===== src/hw/rx_wake_pkg.sv =====
// shared constants and carrier types for the standby-wake receive channel
// assumes one 125 MHz operation clock and the plain register port of the top
package rx_wake_pkg;
  // register byte offsets
  localparam logic [7:0] OFS_STANDBY_CTRL = 8'h00;
  localparam logic [7:0] OFS_START_TRIG = 8'h04;
  localparam logic [7:0] OFS_STOP_TRIG = 8'h08;
  localparam logic [7:0] OFS_DATA_BUF = 8'h0c;
  localparam logic [7:0] OFS_FRAME_CFG = 8'h10;
  localparam logic [7:0] OFS_CHAN_STATUS = 8'h14;
  localparam logic [7:0] OFS_IRQ_STATUS = 8'h18;
  localparam logic [7:0] OFS_IRQ_CLEAR = 8'h1c;
  localparam logic [7:0] OFS_IRQ_ENABLE = 8'h20;
  localparam logic [7:0] OFS_ERR_CLEAR = 8'h24;
  // field positions
  localparam int WAKE_BIT = 0;
  localparam int ERRSEL_BIT = 1;
  localparam int CHAN_IDX = 1;
  localparam int DIV_LSB = 9;
  localparam int DIV_W = 7;
  localparam int PAR_EN_BIT = 0;
  localparam int PAR_ODD_BIT = 1;
  localparam int IRQ_DONE_BIT = 0;
  localparam int IRQ_ERR_BIT = 1;
  localparam int IRQ_W = 2;
  // reset values
  localparam logic [6:0] DIV_RESET = 7'h00;
  localparam logic [1:0] STANDBY_RESET = 2'h0;
  localparam logic [1:0] FRAME_CFG_RESET = 2'h0;
  localparam logic [IRQ_W-1:0] IRQ_EN_RESET = 2'h0;
  localparam int DATA_BITS = 8;

  // register port request
  typedef struct packed {
    logic wr;
    logic rd;
    logic [7:0] addr;
    logic [15:0] wdata;
  } reg_req_s;

  // per-channel error flags, kept across a stop trigger
  typedef struct packed {
    logic ovf;
    logic pef;
    logic fef;
  } err_flags_s;

  typedef enum logic [2:0] {ST_IDLE, ST_START, ST_DATA, ST_PARITY, ST_STOP} rx_state_e;
endpackage


===== src/hw/sync2.sv =====
// two-flop synchroniser for one asynchronous pin level
// assumes the pin idles at the RESET_VAL level
`timescale 1ns/10ps
`default_nettype none
module sync2 #(
  parameter logic RESET_VAL = 1'b1
) (
  input wire logic sys_clk, // operation clock
  input wire logic rstn, // async reset, active low
  input wire logic d_async, // raw pin level
  output logic q_sync // level safe to use
);
  logic meta_q;

  // first flop feeds only the second
  always_ff @(posedge sys_clk or negedge rstn) begin
    if (!rstn) begin
      meta_q <= RESET_VAL;
      q_sync <= RESET_VAL;
    end else begin
      meta_q <= d_async;
      q_sync <= meta_q;
    end
  end
endmodule
`default_nettype wire


===== src/hw/bit_timer.sv =====
// bit timer: one bit lasts 2*(div+1) clocks, sample strobe in the middle
// assumes restart is pulsed on the edge that opens a bit
`timescale 1ns/10ps
`default_nettype none
module bit_timer #(
  parameter int DIV_W = 7
) (
  input wire logic sys_clk, // operation clock
  input wire logic rstn, // async reset, active low
  input wire logic restart, // realign count to a bit edge
  input wire logic [DIV_W-1:0] div, // divider field
  output logic sample // one-cycle mid-bit strobe
);
  logic [DIV_W:0] cnt_q;
  logic [DIV_W:0] cnt_d;
  wire [DIV_W:0] half = {1'b0, div} + {{DIV_W{1'b0}}, 1'b1};
  wire [DIV_W:0] last = {div, 1'b1};

  // wraps after an even number of clocks, 2 up to 256
  assign cnt_d = (restart || cnt_q == last) ? '0 : cnt_q + 1'b1;
  assign sample = !restart && (cnt_q == half - 1'b1);

  always_ff @(posedge sys_clk or negedge rstn) begin
    if (!rstn) begin
      cnt_q <= '0;
    end else begin
      cnt_q <= cnt_d;
    end
  end
endmodule
`default_nettype wire


===== src/hw/rx_wake_ctrl.sv =====
// receive channel with stop-state wake, start/stop triggers and data buffer
// assumes stop_mode comes from the power controller on sys_clk; rxd is a raw pin
`timescale 1ns/10ps
`default_nettype none
module rx_wake_ctrl #(
  parameter int DIV_W = rx_wake_pkg::DIV_W
) (
  input wire logic sys_clk, // 125 MHz operation clock
  input wire logic rstn, // async reset, active low
  input wire logic [7:0] addr, // register byte address
  input wire logic [15:0] wr_data, // write data
  input wire logic wr_stb, // write strobe
  input wire logic rd_stb, // read strobe
  output logic [15:0] rd_data, // read data, cycle after rd_stb
  input wire logic stop_mode, // device is in stop state
  input wire logic rxd, // serial receive pin
  output logic clk_req, // clock request to clock generator
  output logic irq // level interrupt
);
  rx_wake_pkg::reg_req_s req;
  rx_wake_pkg::rx_state_e state_q;
  rx_wake_pkg::rx_state_e state_d;
  rx_wake_pkg::err_flags_s err_q;
  logic wake_q, errsel_q, chan_en_q, par_en_q, par_odd_q, full_q, clk_req_q;
  logic [DIV_W-1:0] div_q;
  logic [7:0] rx_data_q, shift_q;
  logic [2:0] bitcnt_q;
  logic par_bit_q, rx_prev_q;
  logic [rx_wake_pkg::IRQ_W-1:0] irq_st_q, irq_en_q;
  logic [15:0] rd_data_q;
  logic rx_s, smp;

  assign req = '{wr: wr_stb, rd: rd_stb, addr: addr, wdata: wr_data};

  // pin passes two flops before anything looks at it
  sync2 #(.RESET_VAL(1'b1)) u_rx_sync (
    .sys_clk(sys_clk),
    .rstn(rstn),
    .d_async(rxd),
    .q_sync(rx_s)
  );

  // address decode
  wire wr_ctrl = req.wr && req.addr == rx_wake_pkg::OFS_STANDBY_CTRL;
  wire wr_start = req.wr && req.addr == rx_wake_pkg::OFS_START_TRIG;
  wire wr_stop = req.wr && req.addr == rx_wake_pkg::OFS_STOP_TRIG;
  wire wr_data_buf = req.wr && req.addr == rx_wake_pkg::OFS_DATA_BUF;
  wire wr_cfg = req.wr && req.addr == rx_wake_pkg::OFS_FRAME_CFG;
  wire wr_irq_clr = req.wr && req.addr == rx_wake_pkg::OFS_IRQ_CLEAR;
  wire wr_irq_en = req.wr && req.addr == rx_wake_pkg::OFS_IRQ_ENABLE;
  wire wr_err_clr = req.wr && req.addr == rx_wake_pkg::OFS_ERR_CLEAR;
  wire rd_data_buf = req.rd && req.addr == rx_wake_pkg::OFS_DATA_BUF;
  // only the bit of this channel acts; writing 0 is no trigger
  wire start_trig = wr_start && req.wdata[rx_wake_pkg::CHAN_IDX];
  wire stop_trig = wr_stop && req.wdata[rx_wake_pkg::CHAN_IDX];

  wire can_start = chan_en_q && (!stop_mode || wake_q);
  wire fall = rx_prev_q && !rx_s;
  wire start_det = state_q == rx_wake_pkg::ST_IDLE && can_start && fall &&
                   !stop_trig && !start_trig;
  wire false_start = state_q == rx_wake_pkg::ST_START && smp && rx_s;
  wire in_stop_bit = state_q == rx_wake_pkg::ST_STOP && smp;
  wire pe_now = par_en_q && (par_bit_q != (^shift_q ^ par_odd_q));
  wire fe_now = !rx_s;
  wire frame_done = in_stop_bit && !stop_trig;
  wire frame_err = fe_now || pe_now;
  wire ovf_now = full_q;
  // error interrupts only while select is 0
  wire done_ev = frame_done && !frame_err && !ovf_now;
  wire err_ev = frame_done && (frame_err || ovf_now) && !errsel_q;
  wire [rx_wake_pkg::IRQ_W-1:0] irq_ev = {err_ev, done_ev};

  // resync on every falling edge during the data bits while wake is set
  wire realign = wake_q && fall && state_q == rx_wake_pkg::ST_DATA;

  // transfer clock from the upper divider field
  bit_timer #(.DIV_W(DIV_W)) u_bit_timer (
    .sys_clk(sys_clk),
    .rstn(rstn),
    .restart(start_det || realign),
    .div(div_q),
    .sample(smp)
  );

  // frame sequencing
  always_comb begin
    state_d = state_q;
    case (state_q)
      rx_wake_pkg::ST_IDLE: begin
        if (start_det) state_d = rx_wake_pkg::ST_START;
      end
      rx_wake_pkg::ST_START: begin
        if (smp) state_d = rx_s ? rx_wake_pkg::ST_IDLE : rx_wake_pkg::ST_DATA;
      end
      rx_wake_pkg::ST_DATA: begin
        if (smp && bitcnt_q == 3'h7) begin
          state_d = par_en_q ? rx_wake_pkg::ST_PARITY : rx_wake_pkg::ST_STOP;
        end
      end
      rx_wake_pkg::ST_PARITY: begin
        if (smp) state_d = rx_wake_pkg::ST_STOP;
      end
      rx_wake_pkg::ST_STOP: begin
        if (smp) state_d = rx_wake_pkg::ST_IDLE;
      end
      default: state_d = rx_wake_pkg::ST_IDLE;
    endcase
    // either trigger puts the sequence back to waiting
    if (stop_trig || start_trig || !chan_en_q) state_d = rx_wake_pkg::ST_IDLE;
  end

  always_ff @(posedge sys_clk or negedge rstn) begin
    if (!rstn) begin
      state_q <= rx_wake_pkg::ST_IDLE;
      rx_prev_q <= 1'b1;
    end else begin
      state_q <= state_d;
      rx_prev_q <= rx_s;
    end
  end

  // shift register; a stop leaves it untouched, lsb first on the line
  always_ff @(posedge sys_clk or negedge rstn) begin
    if (!rstn) begin
      shift_q <= 8'h00;
      bitcnt_q <= 3'h0;
      par_bit_q <= 1'b0;
    end else begin
      if (state_q == rx_wake_pkg::ST_START) bitcnt_q <= 3'h0;
      if (state_q == rx_wake_pkg::ST_DATA && smp && !stop_trig) begin
        shift_q <= {rx_s, shift_q[7:1]};
        bitcnt_q <= bitcnt_q + 3'h1;
      end
      if (state_q == rx_wake_pkg::ST_PARITY && smp && !stop_trig) par_bit_q <= rx_s;
    end
  end

  // control registers
  always_ff @(posedge sys_clk or negedge rstn) begin
    if (!rstn) begin
      {errsel_q, wake_q} <= rx_wake_pkg::STANDBY_RESET;
      {par_odd_q, par_en_q} <= rx_wake_pkg::FRAME_CFG_RESET;
      div_q <= DIV_W'(rx_wake_pkg::DIV_RESET);
      irq_en_q <= rx_wake_pkg::IRQ_EN_RESET;
    end else begin
      if (wr_ctrl) begin
        wake_q <= req.wdata[rx_wake_pkg::WAKE_BIT];
        errsel_q <= req.wdata[rx_wake_pkg::ERRSEL_BIT];
      end
      if (wr_cfg) begin
        par_en_q <= req.wdata[rx_wake_pkg::PAR_EN_BIT];
        par_odd_q <= req.wdata[rx_wake_pkg::PAR_ODD_BIT];
      end
      if (wr_data_buf) div_q <= req.wdata[rx_wake_pkg::DIV_LSB +: DIV_W];
      if (wr_irq_en) irq_en_q <= req.wdata[rx_wake_pkg::IRQ_W-1:0];
    end
  end

  // channel enable: start sets, stop clears
  always_ff @(posedge sys_clk or negedge rstn) begin
    if (!rstn) begin
      chan_en_q <= 1'b0;
    end else if (stop_trig) begin
      chan_en_q <= 1'b0;
    end else if (start_trig) begin
      chan_en_q <= 1'b1;
    end
  end

  // byte lands in the buffer; buffer fill set wins over a read
  always_ff @(posedge sys_clk or negedge rstn) begin
    if (!rstn) begin
      rx_data_q <= 8'h00;
      full_q <= 1'b0;
    end else begin
      if (frame_done) rx_data_q <= shift_q;
      full_q <= frame_done || (full_q && !rd_data_buf);
    end
  end

  // error flags survive a stop trigger; new errors beat a clear
  always_ff @(posedge sys_clk or negedge rstn) begin
    if (!rstn) begin
      err_q <= '0;
    end else begin
      err_q.fef <= (frame_done && fe_now) || (err_q.fef && !(wr_err_clr && req.wdata[0]));
      err_q.pef <= (frame_done && pe_now) || (err_q.pef && !(wr_err_clr && req.wdata[1]));
      err_q.ovf <= (frame_done && ovf_now) || (err_q.ovf && !(wr_err_clr && req.wdata[2]));
    end
  end

  // clock request: raised on a start seen in stop state
  wire req_drop = !wake_q || false_start || !stop_mode || stop_trig ||
                  (in_stop_bit && errsel_q && frame_err);
  always_ff @(posedge sys_clk or negedge rstn) begin
    if (!rstn) begin
      clk_req_q <= 1'b0;
    end else if (start_det && stop_mode && wake_q) begin
      clk_req_q <= 1'b1;
    end else if (req_drop) begin
      clk_req_q <= 1'b0;
    end
  end
  assign clk_req = clk_req_q;

  // sticky interrupt status; an event in the clear cycle is kept
  always_ff @(posedge sys_clk or negedge rstn) begin
    if (!rstn) begin
      irq_st_q <= '0;
    end else begin
      irq_st_q <= irq_ev | (irq_st_q & ~(wr_irq_clr ? req.wdata[rx_wake_pkg::IRQ_W-1:0] : '0));
    end
  end
  assign irq = |(irq_st_q & irq_en_q);

  // read mux; write-only and unmapped addresses read zero
  wire [15:0] rd_mux =
    (req.addr == rx_wake_pkg::OFS_STANDBY_CTRL) ? {14'h0000, errsel_q, wake_q} :
    (req.addr == rx_wake_pkg::OFS_DATA_BUF) ? {div_q, 1'b0, rx_data_q} :
    (req.addr == rx_wake_pkg::OFS_FRAME_CFG) ? {14'h0000, par_odd_q, par_en_q} :
    (req.addr == rx_wake_pkg::OFS_CHAN_STATUS) ?
      {10'h000, state_q != rx_wake_pkg::ST_IDLE, clk_req_q, err_q, chan_en_q} :
    (req.addr == rx_wake_pkg::OFS_IRQ_STATUS) ? {14'h0000, irq_st_q} :
    (req.addr == rx_wake_pkg::OFS_IRQ_ENABLE) ? {14'h0000, irq_en_q} : 16'h0000;

  // data stands only in the cycle after the strobe
  always_ff @(posedge sys_clk or negedge rstn) begin
    if (!rstn) begin
      rd_data_q <= 16'h0000;
    end else begin
      rd_data_q <= req.rd ? rd_mux : 16'h0000;
    end
  end
  assign rd_data = rd_data_q;
endmodule
`default_nettype wire


===== config.mk =====
export PLATFORM = sky130hd
export DESIGN_NAME = rx_wake_ctrl
export DESIGN_NICKNAME = d
export VERILOG_FILES = /design/src/hw/rx_wake_pkg.sv /design/src/hw/sync2.sv /design/src/hw/bit_timer.sv /design/src/hw/rx_wake_ctrl.sv
export SDC_FILE = /design/constraint.sdc
export NUM_CORES = 1
export LEC_CHECK = 0
export BUFFER_PORTS_ARGS = -buffer_cell sky130_fd_sc_hd__buf_2
export CORE_MARGIN = 5
export CORE_UTILIZATION = 24
export CTS_BUF_LIST = sky130_fd_sc_hd__clkbuf_16
export CTS_CLUSTER_DIAMETER = 50
export DETAILED_ROUTE_END_ITERATION = 8
export GPL_TIMING_DRIVEN = 0
export PLACE_DENSITY = 0.46
export SLEW_MARGIN = 0
export SYNTH_ARGS = -nofsm -noshare
export SYNTH_HDL_FRONTEND = slang
export SYNTH_SLANG_ARGS = --single-unit

===== constraint.sdc =====
create_clock -name sys_clk -period 3.6 [get_ports sys_clk]
set_clock_uncertainty 0.1 [all_clocks]
set_input_delay 0.36 -clock sys_clk [delete_from_list [all_inputs] [get_ports sys_clk]]
set_output_delay 0.36 -clock sys_clk [all_outputs]
set_load 0.02 [all_outputs]

==> results.txt, run 1 <==
The I/O pin count is between 40 and 50. The cell area after synthesis is 3400 µm². After the first detailed-routing iteration, the DRC count stood at around 100. Combinational cells account for between 10 and 15% of the total power.

In this run, synthesis produced a sequential element count of 70. Dividing the detail-routed wire length by the instance count gives about 14 µm. The aggregate routed wire length is about 7800 µm. The met3 track utilization from global routing came out at approximately 3%. The net switching fraction of the power is roughly a quarter. The buffer and inverter count on the worst path is 2.

The maximum clock frequency is a little over 400 MHz. The endpoint arrival time on the critical path is 2570 ps. The kind of start point of the critical path is a flip-flop.

The internal cell power came out at about 1.5 mW. The area of the placeable core came out at 13,900 µm². The area of the die came out at roughly 17,000 µm². The proportion of synthesized flip-flops having asynchronous set or reset is between 90% and 100%.

The number of nets in the synthesized netlist came out at 340. For the finished layout, the period the worst path requires is 2460 ps. The sum of overflow across all layers after global routing is 0. The switching power is between 400 and 500 µW.

The accumulated negative setup slack is 0 ps. The post-detailed-route via-to-cell ratio came out at 4.54. The flow ran to the end, and the final reports show no timing, DRC or antenna violations. The kind of cell adding the most delay to the critical path is simple AND/OR/NAND/NOR gates.

The detailed placer's ending HPWL is between 5000 and 6000 µm. Clock tree synthesis inserted a total of 9 buffers. The max-capacitance violation count came out at 0. The yosys synthesis warning count is 0.

The height of the chip is roughly 130 µm. The first-pass iteration count of the detailed router is 4. The area growth from synthesis to final layout is 22.3%. The instance area at placement came out at 3840 µm².

The post-detailed-route count of antenna-violating nets came out at 0. Walking the worst path, the cells encountered are xor2_1 -> nor4_2 -> nand3_2 -> or4_1 -> buf_6 -> buf_12 -> mux2_4. The maximum level of the CTS H-tree came out at 3. The fraction of synthesized cell area taken by the top area cell type is between 40% and 50%.

The transition at the pin with the smallest max-transition slack is ~1100 ps. The portion of total power attributed to sequential cells came out at between 40% and 50%. The number of buffer cells added on primary ports is 38. The number of sinks driven by the clock tree is 70. The final worst setup slack came out at roughly 1100 ps.

The clock share of power is 45.4%. The maximum number of buffers from clock root to sink is 2. The worst setup slack for register-to-register paths is 1140 ps.

Summed over all cells, the static leakage comes to ~2 nW. The insertion delay of the later-clocked pin in the worst-skew pair is 330 ps. In the post-synthesis netlist, the biggest area contributors are sky130_fd_sc_hd__dfrtp_1 49%, sky130_fd_sc_hd__mux2_2 6.6%, sky130_fd_sc_hd__xor2_1 5.2%, sky130_fd_sc_hd__nand2_1 3.0%, sky130_fd_sc_hd__dfstp_2 2.3%. The worst min-delay path category is primary input to flip-flop. The sequential share of the synthesized area came out at between 50% and 60%. The highest net fanout along the worst path came out at 10. The number of nets in the final layout is 391. The type of the worst setup path is flip-flop to flip-flop. The congestion estimate from routability-driven global placement came to around 0.85. The final number of max-transition violations came to 0.

The normalized max-slew margin is ~22%. The final design instance area without fill is 4160 µm². The required time at the endpoint of the critical path came out at around 3700 ps. The worst vdd rail ir drop came out at 0.000254 V. The clock transition time at the flip-flop clock pins of the worst setup and hold paths is around 50 ps. The pre-CTS setup slack is around 1000 ps. The clock root buffer is sky130_fd_sc_hd__clkbuf_16.

The peak-usage layer in the global routing report is met2. The combined global-route utilization of all metal layers is 10.1%. The count of flip-flops with a built-in enable after synthesis came out at 0.

For this design the ratio of total power to cell area is a little under 500 nW/µm². Among all stages on the critical path, the largest delay is contributed by sky130_fd_sc_hd__dfrtp_1. The final number of setup-violating endpoints is 0. The number of distinct library cell variants in the gate-level netlist after synthesis is 55. The die is between 100 and 150 µm wide.

Row generation in the floorplan step produced 43 rows. The number of global-route vias before repair was 2,538. The remaining design rule violation count is 0. The part of the cycle the worst path needs is 68.2%. The worst setup path is captured at a flip-flop. The total via count after detailed routing came out at roughly 2,500.

The antenna diode instance count came out at 0. Global routing consumed, on the met1 layer, a little over an eighth of the routing resources. The wire length of the first global-routing pass came out at 12,900 µm. The final-layout fill cell count is approximately 1,400. In this run the mean area of a mapped cell was about 11 µm². The count of final hold-check violations is 0. The pin count of the biggest net entering global routing is 71. The post-synthesis cell count came out at about 310. The maximum single-stage delay on the critical path is approximately 460 ps. Setup repair after global routing left no endpoint under its margin. The synthesized design spends more area on one cell type than any other, namely sky130_fd_sc_hd__dfrtp_1. The global routing met2 resource utilization came out at between 10% and 20%. The fraction of the core area covered by cells at the end of the flow is between 20 and 30%.

For this run, the leading register cell type out of synthesis is sky130_fd_sc_hd__dfrtp_1. The initial standard-cell utilization of the core came out at 24.5%. TritonCTS built the clock tree. The number of antenna violations at the first check in global routing is 0.

The fraction of final layout cells with drive strength greater than 1 came out at 25.7%.
==> final cells by class <==
type                       instances  area, µm²  area share [%]
inverter                          11       41.3           0.993
sequential                        70       1760            42.2
timing repair buffer              40        230            5.54
multi-input combinational        214       1520            36.5
clock inverter                     6       77.6            1.87
buffer                            12       83.8            2.02
tap                              180        225            5.42
clock buffer                       9        225            5.42
==> cells by family (layout without fill, tap and decap cells) <==
family / count (synthesis) / in the layout / share of synthesized area [%]
flip-flops: 70 / 70 / 51.7
buffers and inverters: 23 / 78 / 3.68
adder cells (fa/ha/maj): 3 / 3 / 1.10
AO/OA/AOI/OAI: 46 / 46 / 9.17
XOR/XNOR: 29 / 29 / 7.88
multiplexers: 27 / 27 / 9.28
other: 1 / 1 / 0.110
AND/OR/NAND/NOR: 108 / 108 / 17.1
==> Yosys cell counts, types with 3 or more instances <==
master                     number
sky130_fd_sc_hd__and2_1        11
sky130_fd_sc_hd__clkbuf_1       5
sky130_fd_sc_hd__dfstp_2        3
sky130_fd_sc_hd__o21ai_0       15
sky130_fd_sc_hd__nand3_1       11
sky130_fd_sc_hd__inv_1         11
sky130_fd_sc_hd__mux2i_1        3
sky130_fd_sc_hd__xor2_1        20
sky130_fd_sc_hd__ha_1           3
sky130_fd_sc_hd__nand2_1       27
sky130_fd_sc_hd__mux2_2        20
sky130_fd_sc_hd__nor3_1         5
sky130_fd_sc_hd__nand2b_1       4
sky130_fd_sc_hd__xnor2_1        8
sky130_fd_sc_hd__nor2_1        21
sky130_fd_sc_hd__a31oi_1        3
sky130_fd_sc_hd__and3_1         5
sky130_fd_sc_hd__a22oi_1        4
sky130_fd_sc_hd__nor4_1         3
sky130_fd_sc_hd__mux2_4         4
sky130_fd_sc_hd__a21oi_1        5
sky130_fd_sc_hd__buf_2          3
sky130_fd_sc_hd__or3_1          4
sky130_fd_sc_hd__dfrtp_1       67
==> sequential cells by signal, indices dropped and copies added, names as in the netlist <==
signal,cells
bitcnt_q,3
chan_en_q,1
clk_req,1
div_q,7
err_q,3
errsel_q,1
full_q,1
irq_en_q,2
irq_st_q,2
par_bit_q,1
par_en_q,1
par_odd_q,1
rd_data,15
rx_data_q,8
rx_prev_q,1
shift_q,8
state_q,3
u_bit_timer.cnt_q,8
u_rx_sync.meta_q,1
u_rx_sync.q_sync,1
wake_q,1
==> per-layer routing <==
layer	wire length [µm]	up-vias
li1	-	1181
met1	3610	1218
met2	3670	51
met3	362	10
met4	168	0
met5	0	-
==> path summary, 6_finish.rpt <==
path,from,end,depth (start not counted)
max,u_bit_timer.cnt_q[5],rx_data_q[7],7
min in group asynchronous,rstn,u_bit_timer.cnt_q[3],3
min,rxd,u_rx_sync.meta_q,1
max reg2reg,u_bit_timer.cnt_q[5],rx_data_q[7],7
min reg2reg,u_rx_sync.meta_q,u_rx_sync.q_sync,0
max in group asynchronous,rstn,rx_prev_q,3
==> cell usage in the layout, fill, tap and decap left out, drive strengths merged, types with 3 or more instances in the layout <==
master  instances
o21ai          15
nand3          12
and3            5
nand2b          4
nor4            5
nor3            5
mux2           24
mux2i           3
nand2          27
or3             4
clkbuf         14
xnor2           8
dfstp           3
nor2           21
inv            11
a22oi           4
or4             3
xor2           20
dfrtp          67
a21oi           5
and2           11
ha              3
a31oi           3
buf            46
clkinv          4
==> through the flow <==
stage	hold slack [ps]	instances	power, mW
2_1_floorplan	-35.6	307	1.03
3_3_place_gp	250	525	1.11
3_5_place_dp	249	526	1.11
4_1_cts	29.3	542	2.05
5_1_grt	28.7	542	2.11
6_report	43.6	542	2.01
==> timing repair <==
item,4_1_cts,5_1_grt
hold buffers,1,0
resized for setup,0,0
setup buffers,0,0
hold endpoints to repair,67,0
endpoints found under the setup margin,0,0
==> power by group through the flow <==
stage / combinational [mW] / clock [mW] / sequential, mW
detailed placement: 0.233 / 0 / 0.881
global route: 0.268 / 0.972 / 0.873
finish: 0.231 / 0.912 / 0.867
CTS: 0.236 / 0.944 / 0.867
floorplan: 0.162 / 0 / 0.868
global placement: 0.225 / 0 / 0.881
Power figures use the tool's default switching activity.
==> run 2: changes to the inputs <==
ABC_AREA = 1   (was default)
PLACE_DENSITY = 0.47   (was 0.46)
clock period = 2.1 ns   (was 3.6 ns; I/O delays follow)
==> results.txt, run 2 <==
The worst vdd rail ir drop came to 0.000369 V (+45%). The synthesized area per cell came out at 8.35 µm² (-25%). The post-detailed-route count of antenna-violating nets is 0 (unchanged).

The number of antenna violations at the first check in global routing came out at 0 (unchanged). The post-synthesis cell count is 425 (+38%). The sum of overflow across all layers after global routing came out at 0 (unchanged). The worst hold path terminates at div_q[4]. The number of design-rule violations left by the first detailed-router iteration was 150 (+46%). The most frequent standard cell in the layout excluding fill and tap cells is sky130_fd_sc_hd__nand2_1. The part of the cycle the worst path needs was 92.9% (+25 points). The leakage power figure came out at 2.09 nW (+4.1%). The post-detailed-route via-to-cell ratio is 4.31 (-5.0%).

The minimum clock period was 1950 ps (-505 ps). The transition at the pin with the smallest max-transition slack is 908 ps (-239 ps). After synthesis, the largest family of logic cells by area is simple AND/OR/NAND/NOR gates.

The sequential share of the synthesized area was 49.5% (-2.2 points). The number of setup buffers added after CTS came out at 0 (unchanged). In the layout the commonest cells are 115 x sky130_fd_sc_hd__nand2_1, 67 x sky130_fd_sc_hd__dfrtp_1, 49 x sky130_fd_sc_hd__inv_1.

The placer congestion estimate was 0.874 (+3.4%). The final design instance area without fill is 4320 µm² (+3.9%). The ratio of total power to cell area is 840 nW/µm² (+74%).

The cell area after synthesis came out at 3550 µm² (+4.5%). The instance area at placement is 3980 µm² (+3.6%). The endpoint arrival time on the critical path came out at 2070 ps (-500 ps). The share of synthesized cell area in full adder, half adder and majority cells came out at 1.06% (-0.047 points). The endpoint of the most critical register-to-register path is full_q. The worst hold slack came out at 23.9 ps (-19.6 ps). The proportion of synthesized flip-flops having asynchronous set or reset is 100% (unchanged). The fraction of synthesized cell area taken by the top area cell type was 47.2% (-2.1 points). The area of the die is 17,300 µm² (+4.1%). The area of the placeable core was 14,500 µm² (+4.7%). The accumulated negative setup slack came out at 0 ps (unchanged). The number of distinct library cell variants in the gate-level netlist after synthesis is 35 (-36%). The wire length of the first global-routing pass came to 14,500 µm (+12%). The pin count of the biggest net entering global routing is 71 (unchanged).

Setup repair after global routing left no endpoint under its margin. In this run the most critical hold path is launched from wr_data[13]. The wire length per cell was 13.0 µm (-10%). The final non-filler cell total came to 666 (+23%). The worst setup path is captured at a flip-flop. The worst setup slack for register-to-register paths came out at 150 ps (-990 ps).

The maximum level of the CTS H-tree came to 3 (unchanged). The height of the chip came out at 132 µm (+2.0%). The area growth from synthesis to final layout is 21.7%. The initial standard-cell utilization of the core is 24.4% (-0.058 points). The number of placement rows came out at 44 (+2.3%). The synthesized-area fraction occupied by xor and xnor cells came out at 2.47% (-5.4 points). Summed over all instances, the cell type with the most area after synthesis is sky130_fd_sc_hd__dfrtp_1. The remaining design rule violation count came out at 0 (unchanged).

The number of sinks driven by the clock tree came to 70 (unchanged). Traced cell by cell, the critical path runs through inv_2 -> nand3_1 -> nor2_2 -> nand3_2 -> nand3_4 -> inv_4 -> nand3_4 -> buf_6 -> o21ai_0. The final number of setup-violating endpoints is 0 (unchanged). The count of final hold-check violations came out at 0 (unchanged). The detailed placer's ending HPWL was 6440 µm (+12%). The number of buffer cells added on primary ports is 40 (+5.3%). The register bit total from synthesis is 70 (unchanged). The slowest stage of the critical path belongs to the cell sky130_fd_sc_hd__dfrtp_1. The tightest min-delay check is of the primary input to flip-flop type. The I/O pin count is 48 (unchanged). Among all flip-flop cells after synthesis, the most frequent one is sky130_fd_sc_hd__dfrtp_1. The aggregate routed wire length was 8630 µm (+10%).

The maximum single-stage delay on the critical path is 430 ps (-30 ps). The insertion delay of the later-clocked pin in the worst-skew pair is 330 ps (about the same). CTS placed an instance of sky130_fd_sc_hd__clkbuf_16 at the clock tree root.

The count of flip-flops with a built-in enable after synthesis is 0 (unchanged). In this design, the largest share of critical-path delay is due to simple AND/OR/NAND/NOR gates. The first-pass iteration count of the detailed router came out at 4 (unchanged). By count the netlist is led by 116 x sky130_fd_sc_hd__nand2_1, 67 x sky130_fd_sc_hd__dfrtp_1, 49 x sky130_fd_sc_hd__inv_1.

The startpoint identified for the worst register-to-register timing path is state_q[0]. The clock transition time at the flip-flop clock pins of the worst setup and hold paths came out at 60 ps (about the same). The TritonCTS buffer count came out at 9 (unchanged). The number of nets in the final layout came out at 511 (+31%). The maximum clock frequency was 513 MHz (+26%). The hold path depth was 3 (+2). The multiplexer share of the synthesized area is 0% (-9.3 points). The TritonCTS clock tree is built. The count of placed standard cells including taps is 649 (+23%). The number of nets in the synthesized netlist came to 458 (+35%). The basic-gate share of the synthesized area counting and, or, nand and nor cells came out at 27.0% (+9.8 points).

By instance count, the cell type seen most on the critical path is sky130_fd_sc_hd__nand3_4. The die width was 132 µm (+2.0%). The run finished with clean final reports.

The maximum number of buffers from clock root to sink is 2 (unchanged). The area fraction in compound gates after synthesis came out at 12.1% (+2.9 points). The buffer and inverter count on the worst path came out at 3 (+1). The fraction of final layout cells with drive strength greater than 1 was 22.8% (-2.9 points). The combined global-route utilization of all metal layers came out at 10.3% (+0.24 points). The max-capacitance violation count is 0 (unchanged).

Yosys attributes the largest share of cell area to sky130_fd_sc_hd__dfrtp_1 47%, sky130_fd_sc_hd__nand2_1 12%, sky130_fd_sc_hd__o21ai_2 5.4%, sky130_fd_sc_hd__inv_1 5.2%, sky130_fd_sc_hd__nor2_1 4.1%. The type of the worst setup path is flip-flop to flip-flop. The flip-flop count of the largest register after layout was 15 (unchanged). The fraction of the core area covered by cells at the end of the flow came to 29.7% (-0.22 points). The number of global-route vias before repair is 2,900 (+14%). The final number of max-transition violations came out at 0 (unchanged).

The highest net fanout along the worst path is 10 (unchanged). The total via count after detailed routing came out at 2,871 (+17%). The yosys synthesis warning count came out at 0 (unchanged). The final-layout fill cell count came to 1,583 (+10%). The normalized max-slew margin came out at 39.5% (+17 points). The most instantiated library cell after synthesis is sky130_fd_sc_hd__nand2_1. STA classifies the critical path startpoint as a flip-flop. The required time at the endpoint of the critical path came out at 2220 ps (-1500 ps).

The antenna diode instance count is 0 (unchanged). The path depth of the worst reg2reg path is 9 (+2).
[run 2: cell types whose count changed in the layout (fill, tap and decap cells not counted), sizes merged, moves of 16 or more]
cell	change
nor2	+23
mux2	-24
o21ai	+24
nand2	+89
a21oi	+16
inv	+45
[run 2: kinds of logic (layout without fill, tap and decap cells)]
family / Yosys count / after routing
and+or+nand+nor: 211 / 211
DFF: 70 / 70
AOI/OAI and AO/OA: 66 / 66
buffers and inverters: 64 / 121
xor gates and xnor gates: 10 / 10
adders and majority gates: 3 / 3
other: 1 / 1
[run 2: area by class of cell]
class | instances | area, µm² | area share, %
clock buffers | 9 | 225 | 5.21
clock inverters | 6 | 87.6 | 2.03
inverters | 57 | 216 | 5.01
multi-input cells | 291 | 1520 | 35.2
flip-flops and latches | 70 | 1760 | 40.6
well taps | 184 | 230 | 5.33
plain buffers | 7 | 62.6 | 1.45
repair buffers | 42 | 223 | 5.15
[run 2: timing repair]
item / 4_1_cts / 5_1_grt
resized for setup: 0 / 2
setup endpoints to repair: 0 / 28
hold endpoints to repair: 68 / 0
hold buffers: 2 / 0
[run 2: worst register-to-register path, stage by stage, from the launching register on]
cell,delay [ps]
sky130_fd_sc_hd__dfrtp_1,430
sky130_fd_sc_hd__inv_2,90
sky130_fd_sc_hd__nand3_1,200
sky130_fd_sc_hd__nor2_2,260
sky130_fd_sc_hd__nand3_2,170
sky130_fd_sc_hd__nand3_4,150
sky130_fd_sc_hd__inv_4,70
sky130_fd_sc_hd__nand3_4,90
sky130_fd_sc_hd__buf_6,180
sky130_fd_sc_hd__o21ai_0,100
[run 2: metal layers]
| metal | GRT usage, % | routed length [µm] |
|---|---|---|
| met1 | 12.7 | 3870 |
| met5 | 0 | 0 |
| met2 | 17.0 | 4120 |
| met4 | 4.00 | 211 |
| met3 | 3.21 | 432 |
[run 2: power by group]
group,switching [mW],internal (mW),total [mW]
combinational,0.288,0.188,0.476
sequential,0.106,1.43,1.54
clock,0.582,1.03,1.61
[run 2: worst max-delay path by stage]
stage / startpoint / endpoint / slack [ps] / depth (start not counted)
CTS: state_q[0] / full_q / 100 / 9
global placement: state_q[0] / u_bit_timer.cnt_q[3] / 130 / 9
global route: state_q[0] / full_q / 10 / 9
floorplan: rx_prev_q / full_q / 430 / 10
finish: state_q[0] / full_q / 150 / 9
detailed placement: state_q[0] / full_q / 120 / 9
[run 2: through the flow]
stage          setup slack (ps)  total power [mW]
2_1_floorplan               434              1.89
3_3_place_gp                131              2.03
3_5_place_dp                119              2.04
4_1_cts                     102              3.69
5_1_grt                    11.6              3.85
6_report                    149              3.63
